File: src/design/rkmi_pkg.sv
// Shared constants, types and register map of the RTC key/mode/interrupt block
package rkmi_pkg;

  // ==========================================================================
  // Special function register addresses
  localparam logic [7:0] ADDR_CONFIG    = 8'hA1;
  localparam logic [7:0] ADDR_HUNDREDTH = 8'hA2;
  localparam logic [7:0] ADDR_SECONDS   = 8'hA3;
  localparam logic [7:0] ADDR_MINUTES   = 8'hA4;
  localparam logic [7:0] ADDR_HOURS     = 8'hA5;
  localparam logic [7:0] ADDR_INTERVAL  = 8'hA6;
  localparam logic [7:0] ADDR_IRQ_PRIO2 = 8'hA9;
  localparam logic [7:0] ADDR_KEY       = 8'hC1;
  localparam logic [7:0] ADDR_POWER     = 8'hC5;
  localparam logic [7:0] ADDR_PINCFG    = 8'hFF;

  // ==========================================================================
  // Unlock keys and reset values
  localparam logic [7:0] KEY_POWER    = 8'hA7;
  localparam logic [7:0] KEY_RTC      = 8'hEA;
  localparam logic [7:0] KEY_LOCKED   = 8'h00;
  localparam logic [7:0] RESET_BYTE   = 8'h00;

  // ==========================================================================
  // Field positions
  localparam int CFG_DAY_LENGTH_BIT  = 6;
  localparam int CFG_ALARM_FLAG_BIT  = 2;
  localparam int CFG_DAY_FLAG_BIT    = 1;
  localparam int PRIO2_RTC_IRQ_BIT   = 2;

  // ==========================================================================
  // Counter limits
  localparam int          NUM_COUNTERS = 4;
  localparam logic [7:0]  HUND_MAX     = 8'h7F;
  localparam logic [7:0]  SEC_MAX      = 8'h3B;
  localparam logic [7:0]  MIN_MAX      = 8'h3B;
  localparam logic [7:0]  HOUR24_MAX   = 8'h17;
  localparam logic [7:0]  HOUR256_MAX  = 8'hFF;
  localparam logic [7:0]  SUB_LAST     = 8'hFF;

  // ==========================================================================
  // Timing
  localparam int MCLK_HZ_DEFAULT = 50_000_000;
  localparam int RTC_CLK_HZ      = 32768;
  localparam int CAL_500_HZ      = 500;
  localparam int CAL_HALF_1HZ    = RTC_CLK_HZ / 2;
  localparam int CAL_HALF_512HZ  = RTC_CLK_HZ / 1024;
  localparam int CAL_HALF_16KHZ  = 1;

  // ==========================================================================
  // Types
  typedef enum logic [1:0] {
    CAL_1HZ,
    CAL_512HZ,
    CAL_500HZ,
    CAL_16KHZ
  } rkmi_calsel_e;

  typedef struct packed {
    logic       calEnable;
    logic [1:0] calFreqSelect;
    logic       reserved4;
    logic [2:0] extIrq1PinFunction;
    logic       extIrq0PinEnable;
  } rkmi_pincfg_s;

  typedef struct packed {
    logic       wr;
    logic       rd;
    logic [7:0] addr;
    logic [7:0] data;
  } rkmi_sfr_s;

endpackage

File: src/design/rkmi_top.sv
// RTC key protection, day rollover, pin functions and pending interrupt
//
// Contract
// - Calibration enable drives selected frequency on pin
// - Select codes give 1, 512, 500, 16384 Hz
// - Decode external interrupt pin function fields
// - Power control write needs power key first
// - Counter and pin config writes need timekeeping key first
// - Counters advance on 32.768 kHz time base
// - Config and interval take effect at 128 Hz
// - Counters keep running while read; software rereads
// - Hours roll at 23 or 255 by mode
// - Day rollover sets flag and pends interrupt
// - Day event wakes core from deep sleep
// - Day and alarm share one gated interrupt
// - Vectoring clears pending; disabled stays pending
// - Flags stay set until software clears them
// - Keep waking until pending interrupt serviced
// - Hundredths wrap 127 to 0, carry seconds
// - Seconds and minutes wrap at 59, carry
// - Counters clear only on power-on reset
`timescale 1ns/1ps
module rkmi_top #(
  parameter int MCLK_HZ     = rkmi_pkg::MCLK_HZ_DEFAULT,
  parameter int HALF_500HZ  = MCLK_HZ / (2 * rkmi_pkg::CAL_500_HZ)
) (
  // Clock and resets
  input  wire logic               mclk,
  input  wire logic               reset_n,
  input  wire logic               porReset_n,
  // Special function register port
  input  wire rkmi_pkg::rkmi_sfr_s sfrReq,
  output logic [7:0]              sfrRdData_q,
  // Core interrupt and power handshake
  input  wire logic               alarmEvent,
  input  wire logic               irqVectored,
  input  wire logic               deepSleepPowerMode,
  output logic                    rtcIrqReq_q,
  output logic                    wakeReq_q,
  // Calibration output pin
  output logic                    calOutputPin_q,
  output logic                    calOutputPinOe_n_q,
  // External interrupt pin functions
  output logic                    extIrq1GpioSel_q,
  output logic                    extIrq1BattCtrlSel_q,
  output logic                    extIrq1Enable_q,
  output logic                    extIrq0Enable_q,
  // Registers seen by other logic
  output logic [7:0]              powerControlReg_q,
  output logic [7:0]              alarmIntervalEff_q
);
  import rkmi_pkg::*;

  localparam int ACC_W = 28;
  localparam logic [ACC_W-1:0] ACC_STEP = ACC_W'(RTC_CLK_HZ);
  localparam logic [ACC_W-1:0] ACC_MOD  = ACC_W'(MCLK_HZ);

  if (MCLK_HZ < 4 * RTC_CLK_HZ || MCLK_HZ > 100_000_000) begin : g_chk
    $error("MCLK_HZ out of supported range");
  end

  // ==========================================================================
  // Helpers
  function automatic logic isCounterAddr(input logic [7:0] a);
    return (a >= ADDR_HUNDREDTH) && (a <= ADDR_HOURS);
  endfunction

  function automatic logic [7:0] wrapInc(input logic [7:0] v,
                                         input logic [7:0] lim);
    return (v == lim) ? 8'h00 : 8'(v + 8'h01);
  endfunction

  // ==========================================================================
  // Time base
  logic [ACC_W-1:0] phaseAcc_q;
  logic             tick32_q;
  logic [7:0]       subCnt_q;
  logic             tick128;

  // Fractional divider; edges jitter by one mclk but average exactly
  always_ff @(posedge mclk or negedge porReset_n) begin
    if (!porReset_n) begin
      phaseAcc_q <= '0;
      tick32_q   <= 1'b0;
    end else if (phaseAcc_q + ACC_STEP >= ACC_MOD) begin
      phaseAcc_q <= phaseAcc_q + ACC_STEP - ACC_MOD;
      tick32_q   <= 1'b1;
    end else begin
      phaseAcc_q <= phaseAcc_q + ACC_STEP;
      tick32_q   <= 1'b0;
    end
  end

  always_ff @(posedge mclk or negedge porReset_n) begin
    if (!porReset_n) begin
      subCnt_q <= 8'h00;
    end else if (tick32_q) begin
      subCnt_q <= 8'(subCnt_q + 8'h01);
    end
  end

  assign tick128 = tick32_q && (subCnt_q == SUB_LAST);

  // ==========================================================================
  // Key and write acceptance
  logic [7:0]   writeUnlockKey_q;
  rkmi_pincfg_s pinFunctionConfig_q;
  logic         cntWrOk;
  logic         pinWrOk;
  logic         powWrOk;
  logic         keyWr;
  logic [1:0]   cntIdx;

  assign keyWr   = sfrReq.wr && (sfrReq.addr == ADDR_KEY);
  assign cntWrOk = sfrReq.wr && isCounterAddr(sfrReq.addr)
                   && (writeUnlockKey_q == KEY_RTC);
  assign pinWrOk = sfrReq.wr && (sfrReq.addr == ADDR_PINCFG)
                   && (writeUnlockKey_q == KEY_RTC);
  assign powWrOk = sfrReq.wr && (sfrReq.addr == ADDR_POWER)
                   && (writeUnlockKey_q == KEY_POWER);
  assign cntIdx  = 2'(sfrReq.addr - ADDR_HUNDREDTH);

  always_ff @(posedge mclk or negedge reset_n) begin
    if (!reset_n) begin
      writeUnlockKey_q <= KEY_LOCKED;
    end else if (keyWr) begin
      writeUnlockKey_q <= sfrReq.data;
    end else if (cntWrOk || pinWrOk || powWrOk) begin
      writeUnlockKey_q <= KEY_LOCKED;
    end
  end

  // Reserved bit is stored as written; software must keep it zero
  always_ff @(posedge mclk or negedge reset_n) begin
    if (!reset_n) begin
      pinFunctionConfig_q <= rkmi_pincfg_s'(RESET_BYTE);
    end else if (pinWrOk) begin
      pinFunctionConfig_q <= rkmi_pincfg_s'(sfrReq.data);
    end
  end

  always_ff @(posedge mclk or negedge reset_n) begin
    if (!reset_n) begin
      powerControlReg_q <= RESET_BYTE;
    end else if (powWrOk) begin
      powerControlReg_q <= sfrReq.data;
    end
  end

  // ==========================================================================
  // Configuration, shadow and 128 Hz effective copies
  logic [7:0] rtcConfigReg_q;
  logic [7:0] alarmIntervalReg_q;
  logic [7:0] rtcConfigEff_q;
  logic [7:0] irqEnablePriority2Reg_q;
  logic       dayFlag_q;
  logic       alarmFlag_q;
  logic       cfgWr;

  assign cfgWr = sfrReq.wr && (sfrReq.addr == ADDR_CONFIG);

  always_ff @(posedge mclk or negedge reset_n) begin
    if (!reset_n) begin
      rtcConfigReg_q          <= RESET_BYTE;
      alarmIntervalReg_q      <= RESET_BYTE;
      irqEnablePriority2Reg_q <= RESET_BYTE;
    end else begin
      if (cfgWr) begin
        rtcConfigReg_q <= sfrReq.data;
      end
      if (sfrReq.wr && sfrReq.addr == ADDR_INTERVAL) begin
        alarmIntervalReg_q <= sfrReq.data;
      end
      if (sfrReq.wr && sfrReq.addr == ADDR_IRQ_PRIO2) begin
        irqEnablePriority2Reg_q <= sfrReq.data;
      end
    end
  end

  // The time base only samples its settings at the 128 Hz edge
  always_ff @(posedge mclk or negedge reset_n) begin
    if (!reset_n) begin
      rtcConfigEff_q     <= RESET_BYTE;
      alarmIntervalEff_q <= RESET_BYTE;
    end else if (tick128) begin
      rtcConfigEff_q     <= rtcConfigReg_q;
      alarmIntervalEff_q <= alarmIntervalReg_q;
    end
  end

  // ==========================================================================
  // Timekeeping counters
  logic [7:0] cnt_q     [NUM_COUNTERS];
  logic [7:0] pendVal_q [NUM_COUNTERS];
  logic       pendFlag_q[NUM_COUNTERS];
  logic [7:0] cntLim    [NUM_COUNTERS];
  logic       carry     [NUM_COUNTERS+1];
  logic       dayRoll;
  logic       dayEvent_q;

  always_comb begin
    cntLim[0] = HUND_MAX;
    cntLim[1] = SEC_MAX;
    cntLim[2] = MIN_MAX;
    cntLim[3] = rtcConfigEff_q[CFG_DAY_LENGTH_BIT] ? HOUR24_MAX
                                                   : HOUR256_MAX;
    carry[0] = tick128;
    for (int i = 0; i < NUM_COUNTERS; i++) begin
      carry[i+1] = carry[i] && !pendFlag_q[i] && (cnt_q[i] == cntLim[i]);
    end
    dayRoll = carry[NUM_COUNTERS];
  end

  // Writes park in a holding stage and land on a time tick in one step
  always_ff @(posedge mclk or negedge porReset_n) begin
    if (!porReset_n) begin
      for (int i = 0; i < NUM_COUNTERS; i++) begin
        cnt_q[i]      <= RESET_BYTE;
        pendVal_q[i]  <= RESET_BYTE;
        pendFlag_q[i] <= 1'b0;
      end
    end else begin
      for (int i = 0; i < NUM_COUNTERS; i++) begin
        if (cntWrOk && cntIdx == 2'(i)) begin
          pendVal_q[i]  <= sfrReq.data;
          pendFlag_q[i] <= 1'b1;
        end else if (tick32_q) begin
          pendFlag_q[i] <= 1'b0;
        end
        if (tick32_q && pendFlag_q[i]) begin
          cnt_q[i] <= pendVal_q[i];
        end else if (carry[i]) begin
          cnt_q[i] <= wrapInc(cnt_q[i], cntLim[i]);
        end
      end
    end
  end

  always_ff @(posedge mclk or negedge reset_n) begin
    if (!reset_n) begin
      dayEvent_q <= 1'b0;
    end else begin
      dayEvent_q <= dayRoll;
    end
  end

  // ==========================================================================
  // Event flags and pending interrupt
  logic rtcIrqPending_q;
  logic rtcIrqEnable;
  logic vectorTaken;

  assign rtcIrqEnable = irqEnablePriority2Reg_q[PRIO2_RTC_IRQ_BIT];
  assign vectorTaken  = irqVectored && rtcIrqEnable;

  // Setting wins over a software clear in the same cycle
  always_ff @(posedge mclk or negedge reset_n) begin
    if (!reset_n) begin
      dayFlag_q   <= 1'b0;
      alarmFlag_q <= 1'b0;
    end else begin
      if (dayEvent_q) begin
        dayFlag_q <= 1'b1;
      end else if (cfgWr && !sfrReq.data[CFG_DAY_FLAG_BIT]) begin
        dayFlag_q <= 1'b0;
      end
      if (alarmEvent) begin
        alarmFlag_q <= 1'b1;
      end else if (cfgWr && !sfrReq.data[CFG_ALARM_FLAG_BIT]) begin
        alarmFlag_q <= 1'b0;
      end
    end
  end

  always_ff @(posedge mclk or negedge reset_n) begin
    if (!reset_n) begin
      rtcIrqPending_q <= 1'b0;
    end else if (dayEvent_q || alarmEvent) begin
      rtcIrqPending_q <= 1'b1;
    end else if (vectorTaken) begin
      rtcIrqPending_q <= 1'b0;
    end
  end

  always_ff @(posedge mclk or negedge reset_n) begin
    if (!reset_n) begin
      rtcIrqReq_q <= 1'b0;
      wakeReq_q   <= 1'b0;
    end else begin
      rtcIrqReq_q <= rtcIrqPending_q && rtcIrqEnable;
      wakeReq_q   <= rtcIrqPending_q && deepSleepPowerMode;
    end
  end

  // ==========================================================================
  // Pin functions
  always_ff @(posedge mclk or negedge reset_n) begin
    if (!reset_n) begin
      extIrq1GpioSel_q     <= 1'b0;
      extIrq1BattCtrlSel_q <= 1'b0;
      extIrq1Enable_q      <= 1'b0;
      extIrq0Enable_q      <= 1'b0;
      calOutputPinOe_n_q   <= 1'b1;
    end else begin
      extIrq1GpioSel_q <=
        pinFunctionConfig_q.extIrq1PinFunction[1:0] == 2'h0;
      extIrq1BattCtrlSel_q <=
        pinFunctionConfig_q.extIrq1PinFunction[1:0] == 2'h1;
      extIrq1Enable_q <=
        pinFunctionConfig_q.extIrq1PinFunction[2:1] == 2'h3;
      extIrq0Enable_q    <= pinFunctionConfig_q.extIrq0PinEnable;
      calOutputPinOe_n_q <= !pinFunctionConfig_q.calEnable;
    end
  end

  rkmi_cal_out #(
    .HALF_500HZ (HALF_500HZ)
  ) u_cal (
    .mclk     (mclk),
    .reset_n  (reset_n),
    .tick32   (tick32_q),
    .enable   (pinFunctionConfig_q.calEnable),
    .sel      (rkmi_calsel_e'(pinFunctionConfig_q.calFreqSelect)),
    .calOut_q (calOutputPin_q)
  );

  // ==========================================================================
  // Read port; reads never stall or freeze the counters
  logic [7:0] cfgRead;

  always_comb begin
    cfgRead                     = rtcConfigReg_q;
    cfgRead[CFG_DAY_FLAG_BIT]   = dayFlag_q;
    cfgRead[CFG_ALARM_FLAG_BIT] = alarmFlag_q;
  end

  always_ff @(posedge mclk or negedge reset_n) begin
    if (!reset_n) begin
      sfrRdData_q <= RESET_BYTE;
    end else if (sfrReq.rd) begin
      case (sfrReq.addr)
        ADDR_CONFIG:    sfrRdData_q <= cfgRead;
        ADDR_HUNDREDTH: sfrRdData_q <= cnt_q[0];
        ADDR_SECONDS:   sfrRdData_q <= cnt_q[1];
        ADDR_MINUTES:   sfrRdData_q <= cnt_q[2];
        ADDR_HOURS:     sfrRdData_q <= cnt_q[3];
        ADDR_INTERVAL:  sfrRdData_q <= alarmIntervalReg_q;
        ADDR_IRQ_PRIO2: sfrRdData_q <= irqEnablePriority2Reg_q;
        ADDR_KEY:       sfrRdData_q <= writeUnlockKey_q;
        ADDR_POWER:     sfrRdData_q <= powerControlReg_q;
        ADDR_PINCFG:    sfrRdData_q <= pinFunctionConfig_q;
        default:        sfrRdData_q <= RESET_BYTE;
      endcase
    end
  end

  // ==========================================================================
  // Checks
  property p_power_locked;
    @(posedge mclk) disable iff (!reset_n)
    sfrReq.wr && sfrReq.addr == ADDR_POWER && writeUnlockKey_q != KEY_POWER
      |=> $stable(powerControlReg_q);
  endproperty
  a_power_locked: assert property (p_power_locked)
    else $error("power control written without key");

  property p_pincfg_locked;
    @(posedge mclk) disable iff (!reset_n)
    sfrReq.wr && sfrReq.addr == ADDR_PINCFG && writeUnlockKey_q != KEY_RTC
      |=> $stable(pinFunctionConfig_q);
  endproperty
  a_pincfg_locked: assert property (p_pincfg_locked)
    else $error("pin config written without key");

  property p_relock;
    @(posedge mclk) disable iff (!reset_n)
    (cntWrOk || pinWrOk || powWrOk) && !keyWr |=>
      writeUnlockKey_q == KEY_LOCKED;
  endproperty
  a_relock: assert property (p_relock)
    else $error("key not cleared after protected write");

  property p_day_flag;
    @(posedge mclk) disable iff (!reset_n)
    dayRoll |=> ##1 dayFlag_q && rtcIrqPending_q;
  endproperty
  a_day_flag: assert property (p_day_flag)
    else $error("day rollover did not set flag and pending");

  property p_irq_gate;
    @(posedge mclk) disable iff (!reset_n)
    rtcIrqReq_q |-> $past(rtcIrqPending_q) && $past(rtcIrqEnable);
  endproperty
  a_irq_gate: assert property (p_irq_gate)
    else $error("interrupt request without enable");

  property p_hold_pending;
    @(posedge mclk) disable iff (!reset_n)
    rtcIrqPending_q && !rtcIrqEnable |=> rtcIrqPending_q;
  endproperty
  a_hold_pending: assert property (p_hold_pending)
    else $error("disabled pending interrupt was lost");

  property p_vector_clear;
    @(posedge mclk) disable iff (!reset_n)
    vectorTaken && !dayEvent_q && !alarmEvent |=> !rtcIrqPending_q;
  endproperty
  a_vector_clear: assert property (p_vector_clear)
    else $error("vectoring did not clear pending");

  property p_wake;
    @(posedge mclk) disable iff (!reset_n)
    dayEvent_q && deepSleepPowerMode ##1 deepSleepPowerMode
      |=> wakeReq_q;
  endproperty
  a_wake: assert property (p_wake)
    else $error("day event did not wake the core");

  property p_keep_waking;
    @(posedge mclk) disable iff (!reset_n)
    wakeReq_q && deepSleepPowerMode && !vectorTaken
      && !$past(vectorTaken) |=> wakeReq_q;
  endproperty
  a_keep_waking: assert property (p_keep_waking)
    else $error("wake dropped before service");

  property p_hund_wrap;
    @(posedge mclk) disable iff (!porReset_n)
    tick128 && cnt_q[0] == HUND_MAX && !pendFlag_q[0] && !pendFlag_q[1]
      && cnt_q[1] != SEC_MAX |=> cnt_q[0] == 8'h00
      && cnt_q[1] == 8'($past(cnt_q[1]) + 8'h01);
  endproperty
  a_hund_wrap: assert property (p_hund_wrap)
    else $error("hundredths wrap or seconds carry wrong");

  property p_hour_limit;
    @(posedge mclk) disable iff (!porReset_n)
    rtcConfigEff_q[CFG_DAY_LENGTH_BIT] && !pendFlag_q[3] && $past(tick32_q)
      && !$past(pendFlag_q[3]) && $past(cnt_q[3]) <= HOUR24_MAX
      |-> cnt_q[3] <= HOUR24_MAX;
  endproperty
  a_hour_limit: assert property (p_hour_limit)
    else $error("hours passed 23 in 24-hour mode");

  property p_cfg_sync;
    @(posedge mclk) disable iff (!reset_n)
    tick128 |=> rtcConfigEff_q == $past(rtcConfigReg_q);
  endproperty
  a_cfg_sync: assert property (p_cfg_sync)
    else $error("config not applied at 128 Hz edge");

  c_day_event: cover property (@(posedge mclk) disable iff (!reset_n)
    dayEvent_q ##2 wakeReq_q);
  c_vector: cover property (@(posedge mclk) disable iff (!reset_n)
    rtcIrqReq_q ##[1:20] vectorTaken);
  c_key_write: cover property (@(posedge mclk) disable iff (!reset_n)
    keyWr ##[1:10] cntWrOk);

endmodule // rkmi_top

File: src/design/rkmi_cal_out.sv
// Calibration pulse generator for the shared calibration output pin
`timescale 1ns/1ps
module rkmi_cal_out #(
  parameter int HALF_500HZ = 50000
) (
  // Clock and reset
  input  wire logic                  mclk,
  input  wire logic                  reset_n,
  // Control
  input  wire logic                  tick32,
  input  wire logic                  enable,
  input  wire rkmi_pkg::rkmi_calsel_e sel,
  // Output
  output logic                       calOut_q
);
  import rkmi_pkg::*;

  if (HALF_500HZ < 1 || HALF_500HZ > 65535) begin : g_chk
    $error("HALF_500HZ out of range");
  end

  logic [15:0] halfCnt_q;
  logic        step;
  logic [15:0] limit;

  // ==========================================================================
  // Half period select
  // 500 Hz does not divide 32.768 kHz, so it counts system clocks instead
  always_comb begin
    step  = (sel == CAL_500HZ) ? 1'b1 : tick32;
    case (sel)
      CAL_1HZ:   limit = 16'(CAL_HALF_1HZ - 1);
      CAL_512HZ: limit = 16'(CAL_HALF_512HZ - 1);
      CAL_500HZ: limit = 16'(HALF_500HZ - 1);
      CAL_16KHZ: limit = 16'(CAL_HALF_16KHZ - 1);
      default:   limit = 16'(CAL_HALF_1HZ - 1);
    endcase
  end

  always_ff @(posedge mclk or negedge reset_n) begin
    if (!reset_n) begin
      halfCnt_q <= 16'h0000;
      calOut_q  <= 1'b0;
    end else if (!enable) begin
      halfCnt_q <= 16'h0000;
      calOut_q  <= 1'b0;
    end else if (step) begin
      if (halfCnt_q >= limit) begin
        halfCnt_q <= 16'h0000;
        calOut_q  <= ~calOut_q;
      end else begin
        halfCnt_q <= halfCnt_q + 16'h0001;
      end
    end
  end

  // ==========================================================================
  // Checks
  property p_cal_off;
    @(posedge mclk) disable iff (!reset_n)
    !enable |=> !calOut_q;
  endproperty
  a_cal_off: assert property (p_cal_off)
    else $error("calibration output active while disabled");

  property p_cal_16k;
    @(posedge mclk) disable iff (!reset_n)
    enable && $past(enable) && sel == CAL_16KHZ && $past(sel) == CAL_16KHZ
      && tick32 |=> calOut_q != $past(calOut_q);
  endproperty
  a_cal_16k: assert property (p_cal_16k)
    else $error("16 kHz output missed a toggle");

  c_cal_toggle: cover property (@(posedge mclk) disable iff (!reset_n)
    enable ##1 $rose(calOut_q));

endmodule // rkmi_cal_out

File: config.mk
export PLATFORM = sky130hd
export DESIGN_NAME = rkmi_top
export DESIGN_NICKNAME = d
export VERILOG_FILES = /design/src/design/rkmi_pkg.sv /design/src/design/rkmi_top.sv /design/src/design/rkmi_cal_out.sv
export SDC_FILE = /design/constraint.sdc
export NUM_CORES = 1
export LEC_CHECK = 0
export BUFFER_PORTS_ARGS = -buffer_cell sky130_fd_sc_hd__buf_2
export CORE_MARGIN = 4
export CORE_UTILIZATION = 25
export CTS_CLUSTER_SIZE = 28
export DETAILED_ROUTE_END_ITERATION = 7
export PLACE_DENSITY = 0.37
export SLEW_MARGIN = 0
export SYNTH_ARGS = -nofsm -noshare
export SYNTH_HDL_FRONTEND = slang
export SYNTH_SLANG_ARGS = --single-unit
File: constraint.sdc
create_clock -name mclk -period 7 [get_ports mclk]
set_input_delay 1.4 -clock mclk [delete_from_list [all_inputs] [get_ports mclk]]
set_output_delay 1.4 -clock mclk [all_outputs]
set_load 0.02 [all_outputs]
==> results of run 1 <==
## layout by cell type (no fill, tap or decap), types with 10 or more instances in the layout
cell type	Yosys	layout
dfrtp_1	188	188
nand2_1	122	122
mux2_2	74	74
nor2_1	60	60
buf_2	14	53
o21ai_0	52	52
nand3_1	35	35
inv_1	30	30
xnor2_1	28	28
a21oi_1	26	26
ha_1	24	24
a22oi_1	23	23
nand4_1	22	22
xor2_1	22	22
and3_1	20	20
nor3_1	19	18
mux2i_1	17	17
clkbuf_16	0	17
a22o_1	14	14
nand2b_1	11	11
a221o_1	11	11
a21o_1	10	10
a31oi_1	10	10
o22ai_1	10	10
## sequential cells by signal (all words and copies together) (netlist names), 4 cells and up
signal	flops
writeUnlockKey_q	8
u_cal.halfCnt_q	16
powerControlReg_q	8
irqEnablePriority2Reg_q	8
alarmIntervalEff_q	8
pendVal_q	32
subCnt_q	8
sfrRdData_q	8
phaseAcc_q	21
alarmIntervalReg_q	8
rtcConfigReg_q	6
pinFunctionConfig_q	8
pendFlag_q	4
cnt_q	32
## per-stage QoR
step / std cells / cell area (um^2)
after floorplan: 1000 / 10100
after global placement: 1537 / 10880
after detailed placement: 1537 / 10880
after CTS: 1569 / 11470
after global routing: 1569 / 11470
final: 1569 / 11470
## cells by family (layout without fill, tap and decap cells)
group	count (synthesis)	after routing	share of synthesized area
flops	189	189	0.4685
compound gates	209	209	0.1440
simple gates	358	358	0.1835
mux	91	91	0.09938
buf+inv	79	123	0.03148
xor+xnor	50	50	0.04337
fa+ha+maj	24	24	0.02974
## worst paths after layout
kind | from | slack [ns] | end
min | pinFunctionConfig_q[0] | 0.42 | extIrq0Enable_q
min in group asynchronous | reset_n | 0.89 | powerControlReg_q[7]
max in group asynchronous | porReset_n | 4.88 | cnt_q[17]
max | phaseAcc_q[16] | 3.46 | phaseAcc_q[8]
max reg2reg | phaseAcc_q[16] | 3.46 | phaseAcc_q[8]
min reg2reg | pinFunctionConfig_q[0] | 0.42 | extIrq0Enable_q
## critical path, cell delays in order (launching register included)
cell and delay [ns]:
dfrtp_1 0.47, ha_1 0.55, nand3_1 0.20, a32o_1 0.31, nor3_1 0.55, o211a_1 0.71
a21oi_2 0.18, inv_1 0.27, mux2i_1 0.22
## metal layers
layer / up-vias / wire [um] / track usage
met5: - / 13 / 0
met4: 2 / 741 / 0.04793
met3: 40 / 981 / 0.02807
met2: 114 / 13900 / 0.2187
met1: 3867 / 14940 / 0.2029
li1: 3721 / - / -
## layout make-up
type / count / share of cell area
multi-input cells: 732 / 0.4405
flip-flops and latches: 189 / 0.4124
well taps: 525 / 0.05726
clock buffers: 21 / 0.04014
repair buffers: 61 / 0.02836
clock inverters: 11 / 0.01156
inverters: 30 / 0.009816
## power by group through the flow
stage | Combinational (mW) | Clock (mW) | Sequential [mW]
after detailed placement | 0.0860 | 0 | 1.13
final | 0.0831 | 1.02 | 1.11
after floorplan | 0.0352 | 0 | 1.13
after CTS | 0.0862 | 1.06 | 1.11
after global routing | 0.0937 | 1.11 | 1.11
after global placement | 0.0863 | 0 | 1.13
==> results.toml, run 1 <==
[yosys]
syn_inst = 1000
main_synth_ff_type = "dfrtp_1"
synth.top_cell.area_share = 0.4659
ys_top_cells_by_area = "dfrtp_1 47%, mux2_2 8.3%, nand2_1 4.5%"
synth_top_cell_by_area = "dfrtp_1"
synthesis.area_um2 = 10100
synth_cell_types = 73
synth_async_sr_flop_share = 1.000
yosys_register_bits = 189
yosys.cell_count.top_type = "dfrtp_1"
count_of_flip_flops_with_a_built_in_enable_after_synthesis = 0
post_synth.cell_area_avg_um2 = 10.10
post_synthesis_net_count = 1048
synth_sequential_area_ratio = 0.4685
yosys-top-cells-count = "188 x dfrtp_1, 122 x nand2_1, 74 x mux2_2"
count_of_warnings_emitted_by_yosys = 0

[clocking]
cts_tree = "yes"
clk_pin_slew_ns = 0.07
htreeDepth = 4
cts-resized-gates = 0
cts_bufs_inserted = 17
clkSinkCount = 189
postCtsSetupBuffers = 0
hold_buffer_count_at_cts = 0
worst_skew_pair.late_latency_ns = 0.46
clock_path_buffers = 2
cts.root.buffer_cell = "clkbuf_16"

[timing]
timing.fmax_mhz = 282.2
timing.final.setup_violations = 0
clock-skew-final_ns = 0.01076
timing_max_transition_violations_final = 0
relSlewSlack = 0.3610
final.setup.tns_ns = 0
min_period_ns = 3.544
fin_hold_ws_ns = 0.4192
final_critical_path_setup_slack_ns = 3.456
min_period_over_period = 0.5063
tightestPinTransition_ns = 0.9511
grt_setup_unrepaired = "no"
hold_violations = 0

[detailed_routing]
route.final.wire_length_mm = 30.58
post_drt_wl_per_cell_um = 19.49
dr.pass1.iters = 5
drc = 0
dr_total_vias = 7744
postRouteAntennaNets = 0
dr.first_iter.drc_count = 375
vias_per_cell = 4.936

[pwr]
switching_fraction_of_total_power = 0.2451
intPower_mw = 1.672
power.combinational.fraction = 0.038
power-per-cell-area_nw_per_um2 = 193.0
report.power.total_mw = 2.215
p_switching_uw = 542.9
power_frac_seq = 0.500
vdd_drop_max_mv = 0.1571
relative_contribution_of_the_clock_network_to_total_power = 0.462
cellLeakagePower_nw = 5.258

[setup_path]
rr_worst_depth = 8
path_class = "flip-flop to flip-flop"
worst-endpoint-arrival_ns = 3.92
worst-endpoint-required_ns = 7.38
critPathLaunchType = "flip-flop"
worstSetupEndpointType = "flip-flop"
critPathMaxFanout = 19

[finish]
post_route_cells_drive_above_1_share = 0.1791
areaGrowthSynthToFinish_pct = 13.62
final_layout_net_count = 1079
regArea_um2 = 4731
final_util = 0.2881
num-fill-cells = 4262
multi_input_area_um2 = 5054
antenna_cells_inserted = 0

[floorplanning]
floorplan.die_area_um2 = 43670
core-area_um2 = 39820
io_pins = 56
num_rows = 73
die-width_um = 209.0
chipHeight_um = 209.0
initial_standard_cell_utilization_of_the_core = 0.2536

[grt]
antenna_found_initial = 1
number_of_global_route_vias_before_repair = 7821
all_layer_global_routing_usage = 0.1429
grt_max_degree = 60
grt_first_pass_wirelength_mm = 48.54
overflow = 0

[run_status]
run_status = "complete, no violations"

[placed_design]
hpwlAfterDp_mm = 21.24
io_buffer_count = 55
gpl.final_weighted_congestion = 0.8011
preCtsSetupSlack_ns = 3.120

[flow_run]
maxCapViolCount = 0

[hold_path]
holdCritPathClass = "flip-flop to flip-flop"
whs_path_depth = 0
(Power assumes the default switching activity.)
==> inputs of run 2 (changes only) <==
==> constraint.sdc (replaced) <==
create_clock -name mclk -period 3.6 [get_ports mclk]
set_input_delay 0.72 -clock mclk [delete_from_list [all_inputs] [get_ports mclk]]
set_output_delay 0.72 -clock mclk [all_outputs]
set_load 0.02 [all_outputs]
==> results.toml, run 2 (same netlist as run 1, synthesis figures left out) <==
[detailed_routing]
vias_per_cell = 4.929
dr_total_vias = 7813
drt-met1-wl_mm = 14.81
drc = 0
post_drt_wl_per_cell_um = 19.27
route.final.wire_length_mm = 30.54
wl_met2_mm = 14.14
dr.first_iter.drc_count = 411
wl_met3_mm = 1.150
dr.pass1.iters = 5
postRouteAntennaNets = 0
top_signal_layer_used = "met5"

[pwr]
report.power.total_mw = 4.263
power-per-cell-area_nw_per_um2 = 367.4
cellLeakagePower_nw = 5.348
vdd_drop_max_mv = 0.3006

[timing]
relSlewSlack = 0.3485
hold_violations = 0
tightestPinTransition_ns = 0.9697
timing.final.setup_violations = 0
final_critical_path_setup_slack_ns = 0.7241
min_period_ns = 2.876
timing_max_transition_violations_final = 0
grt_setup_unrepaired = "no"
timing.fmax_mhz = 347.7
clock-skew-final_ns = 0.01576
min_period_over_period = 0.7989
final.setup.tns_ns = 0

[grt]
antenna_found_initial = 1
all_layer_global_routing_usage = 0.1413
overflow = 0
grt_max_degree = 71
number_of_global_route_vias_before_repair = 7882
grt_first_pass_wirelength_mm = 48.30

[floorplanning]
floorplan.die_area_um2 = 43670
initial_standard_cell_utilization_of_the_core = 0.2536
num_rows = 73
io_pins = 56
core-area_um2 = 39820
chipHeight_um = 209.0
die-width_um = 209.0

[clocking]
cts_bufs_inserted = 17
cts_tree = "yes"
postCtsSetupBuffers = 0
hold_buffer_count_at_cts = 0
clock_path_buffers = 2
cts.root.buffer_cell = "clkbuf_16"
htreeDepth = 4
worst_skew_pair.late_latency_ns = 0.46
clkSinkCount = 189
clk_pin_slew_ns = 0.08
cts-resized-gates = 0

[setup_path]
critPathLaunchType = "flip-flop"
path_class = "flip-flop to flip-flop"
worstPathCellList = "ha_1 > xor2_1 > nand2_1 > o311a_1 > nand2_1 > a21oi_2 > inv_1 > a22o_1"
r2r_slack_ns = 0.72
rr_worst_depth = 8
path_common_cell = "nand2_1"
library_cell_contributing_the_largest_single_delay_on_the_critical_path = "o311a_1"
critPathMaxFanout = 14
worstSetupEndpointType = "flip-flop"
worst-endpoint-arrival_ns = 3.22
cpPeakStageDelay_ns = 0.56
worst-endpoint-required_ns = 3.95

[finish]
post_route_cells_drive_above_1_share = 0.1925
final_layout_net_count = 1095
antenna_cells_inserted = 0
multi_input_area_um2 = 5054
mostFrequentLayoutCell = "dfrtp_1"
num-fill-cells = 4221
largest_registers = "cnt_q x32, pendVal_q x32, phaseAcc_q x21"
layout.cells.non_filler = 1585
mostFrequentLayoutCells = "188 x dfrtp_1, 122 x nand2_1, 74 x mux2_2"
areaGrowthSynthToFinish_pct = 14.91
regArea_um2 = 4731
final_util = 0.2913

[placed_design]
hpwlAfterDp_mm = 21.43
io_buffer_count = 55
numPlacedInstances = 1553
preCtsSetupSlack_ns = 0.4719
gpl.final_weighted_congestion = 0.8029

[flow_run]
maxCapViolCount = 0

[hold_path]
holdCritPathClass = "input pin to asynchronous set/reset pin"

[run_status]
run_status = "complete, no violations"
run 2: cell types whose count changed in the layout (fill, tap and decap cells not counted), sizes merged:
| cell | before | now |
|---|---|---|
| inv | 35 | 38 |
| buf | 61 | 77 |
| bufinv | 2 | 1 |
| clkinvlp | 2 | 1 |
| clkbuf | 21 | 18 |
| clkinv | 2 | 4 |
run 2: path summary, 6_finish.rpt:
path	startpoint	endpoint
max reg2reg	phaseAcc_q[16]	phaseAcc_q[18]
max in group asynchronous	porReset_n	pendVal_q[15]
min	reset_n	powerControlReg_q[5]
max	phaseAcc_q[16]	phaseAcc_q[18]
min in group mclk	pinFunctionConfig_q[0]	extIrq0Enable_q
min reg2reg	pinFunctionConfig_q[0]	extIrq0Enable_q
run 2: final cells by class:
class                           count  area share
Clock buffer                       18     0.03699
Clock inverter                     14     0.01283
Inverter                           30    0.009706
Multi-Input combinational cell    732      0.4356
Sequential cell                   189      0.4077
Tap cell                          525     0.05662
Timing Repair Buffer               77     0.04055
run 2: layer usage:
layer | vias up | GRT usage
met5 | - | 0
met4 | 2 | 0.03758
li1 | 3741 | -
met3 | 28 | 0.02747
met1 | 3892 | 0.1996
met2 | 150 | 0.2226
run 2: report_power, final:
part	total [mW]	leakage (nW)	switching, mW	internal, mW
Combinational	0.167	2.48	0.124	0.0435
Clock	1.94	0.284	0.957	0.985
Sequential	2.15	2.58	0.0150	2.14
Total	4.26	5.35	1.10	3.17
run 2: worst max-delay path: cells and delay by family, from the launching register on:
family	cells	cell delay [ns]
DFF	1	0.42
xor gates and xnor gates	1	0.26
and+or+nand+nor	2	0.32
AOI/OAI and AO/OA	3	1.07
adders and majority gates	1	0.54
buffers and inverters	1	0.15
run 2: per-stage QoR:
stage	hold WS (ns)	cell area [um^2]
6_report	0.1524	11600
5_1_grt	0.1506	11600
4_1_cts	0.1346	11600
3_5_place_dp	0.3898	11020
3_3_place_gp	0.3881	11020
2_1_floorplan	0.3664	10100
==> inputs of run 3 (changes only) <==
==> constraint.sdc (replaced) <==
create_clock -name mclk -period 2.9 [get_ports mclk]
set_input_delay 0.58 -clock mclk [delete_from_list [all_inputs] [get_ports mclk]]
set_output_delay 0.58 -clock mclk [all_outputs]
set_load 0.02 [all_outputs]
==> results.toml, run 3 (same netlist as run 1, synthesis figures left out) <==
[detailed_routing]
post_drt_wl_per_cell_um = 18.76
dr_total_vias = 7814
vias_per_cell = 4.832
drc = 0
route.final.wire_length_mm = 30.34
dr.pass1.iters = 5
postRouteAntennaNets = 0
dr.first_iter.drc_count = 417

[run_status]
run_status = "complete, no violations"

[timing]
grt_setup_unrepaired = "no"
clock-skew-final_ns = 0.01754
final.setup.tns_ns = 0
final_critical_path_setup_slack_ns = 0.3308
tightestPinTransition_ns = 0.9063
hold_violations = 0
timing_max_transition_violations_final = 0
fin_hold_ws_ns = 0.06505
timing.final.setup_violations = 0
min_period_over_period = 0.8859
timing.fmax_mhz = 389.2
relSlewSlack = 0.3912
min_period_ns = 2.569

[floorplanning]
core-area_um2 = 39820
num_rows = 73
die-width_um = 209.0
initial_standard_cell_utilization_of_the_core = 0.2536
floorplan.die_area_um2 = 43670
chipHeight_um = 209.0
io_pins = 56

[setup_path]
cp_num_buf_inv = 0
critPathMaxFanout = 7
worst-endpoint-arrival_ns = 2.91
worstPathCellList = "or2_2 > ha_1 > nand3_1 > o21ai_0 > a2111oi_4 > o31ai_1 > mux2_2"
library_cell_contributing_the_largest_single_delay_on_the_critical_path = "dfrtp_1"
r2r_slack_ns = 0.33
crit_family = "compound AO/OA/AOI/OAI gates"
critPathLaunchType = "flip-flop"
cpPeakStageDelay_ns = 0.45
worst-endpoint-required_ns = 3.24
path_class = "flip-flop to flip-flop"
worstSetupEndpointType = "flip-flop"

[clocking]
htreeDepth = 4
cts_bufs_inserted = 17
cts.root.buffer_cell = "clkbuf_16"
clk_pin_slew_ns = 0.08
postCtsSetupBuffers = 0
worst_skew_pair.late_latency_ns = 0.45
clock_path_buffers = 2
clkSinkCount = 189
cts_tree = "yes"

[placed_design]
preCtsSetupSlack_ns = 0.2210
hpwlAfterDp_mm = 21.88
gpl.final_weighted_congestion = 0.8315
io_buffer_count = 55

[finish]
areaGrowthSynthToFinish_pct = 17.50
largest_registers = "cnt_q x32, pendVal_q x32, phaseAcc_q x21"
final_util = 0.2979
final_layout_net_count = 1127
antenna_cells_inserted = 0
mostFrequentLayoutCell = "dfrtp_1"
mostFrequentLayoutCells = "188 x dfrtp_1, 122 x nand2_1, 74 x mux2_2"
post_route_cells_drive_above_1_share = 0.2170

[grt]
number_of_global_route_vias_before_repair = 7973
grt_first_pass_wirelength_mm = 48.24
overflow = 0
all_layer_global_routing_usage = 0.1408
grt_max_degree = 50
antenna_found_initial = 2

[pwr]
cellLeakagePower_nw = 5.510
report.power.total_mw = 5.295
vdd_drop_max_mv = 0.3606
power-per-cell-area_nw_per_um2 = 446.3

[hold_path]
holdCritPathClass = "input pin to asynchronous set/reset pin"

[flow_run]
maxCapViolCount = 0
## run 3: cell types whose count changed in the layout (fill, tap and decap cells not counted)
cell | before | now
a2111oi_2 | 1 | 0
a2111oi_4 | 0 | 1
buf_4 | 22 | 54
clkbuf_1 | 1 | 0
clkbuf_8 | 0 | 1
clkinv_4 | 3 | 2
clkinvlp_4 | 1 | 2
## run 3: path summary, 6_finish.rpt
kind | start | cells after the start | to
max | pinFunctionConfig_q[6] | 7 | u_cal.calOut_q
min | porReset_n | 1 | phaseAcc_q[14]
max reg2reg | pinFunctionConfig_q[6] | 7 | u_cal.calOut_q
min reg2reg | pinFunctionConfig_q[0] | 0 | extIrq0Enable_q
max in group asynchronous | reset_n | 2 | u_cal.halfCnt_q[11]
min in group mclk | deepSleepPowerMode | 2 | wakeReq_q
## run 3: stage by stage
| stage | instance area [um^2] | std cells |
|---|---|---|
| final | 11860 | 1617 |
| after global routing | 11860 | 1617 |
| after CTS | 11850 | 1617 |
| after detailed placement | 11260 | 1585 |
| after global placement | 11260 | 1585 |
| after floorplan | 10100 | 1000 |
## run 3: repair_timing
item	CTS	global route
gates resized for setup	0	1
endpoints found under the setup margin	0	5
hold buffers	0	0
## run 3: power by group
group          total [mW]  internal (mW)  switching, mW
registers            2.67           2.65         0.0182
logic               0.216         0.0608          0.155
clock network        2.41           1.24           1.16
## run 3: layout make-up
class	instances	area [um^2]
Multi-Input combinational cell	732	5066
Inverter	30	112.6
Clock inverter	14	147.6
Timing Repair Buffer	109	710.7
Fill cell	4202	27960
Clock buffer	18	439.2
Sequential cell	189	4731
Tap cell	525	656.9
## run 3: metal layers
layer	vias up	part of all wire	track usage
li1	3808	-	-
met3	24	0.029	0.02582
met2	101	0.47	0.2239
met5	-	0.00089	0
met4	4	0.014	0.03510
met1	3877	0.49	0.1990
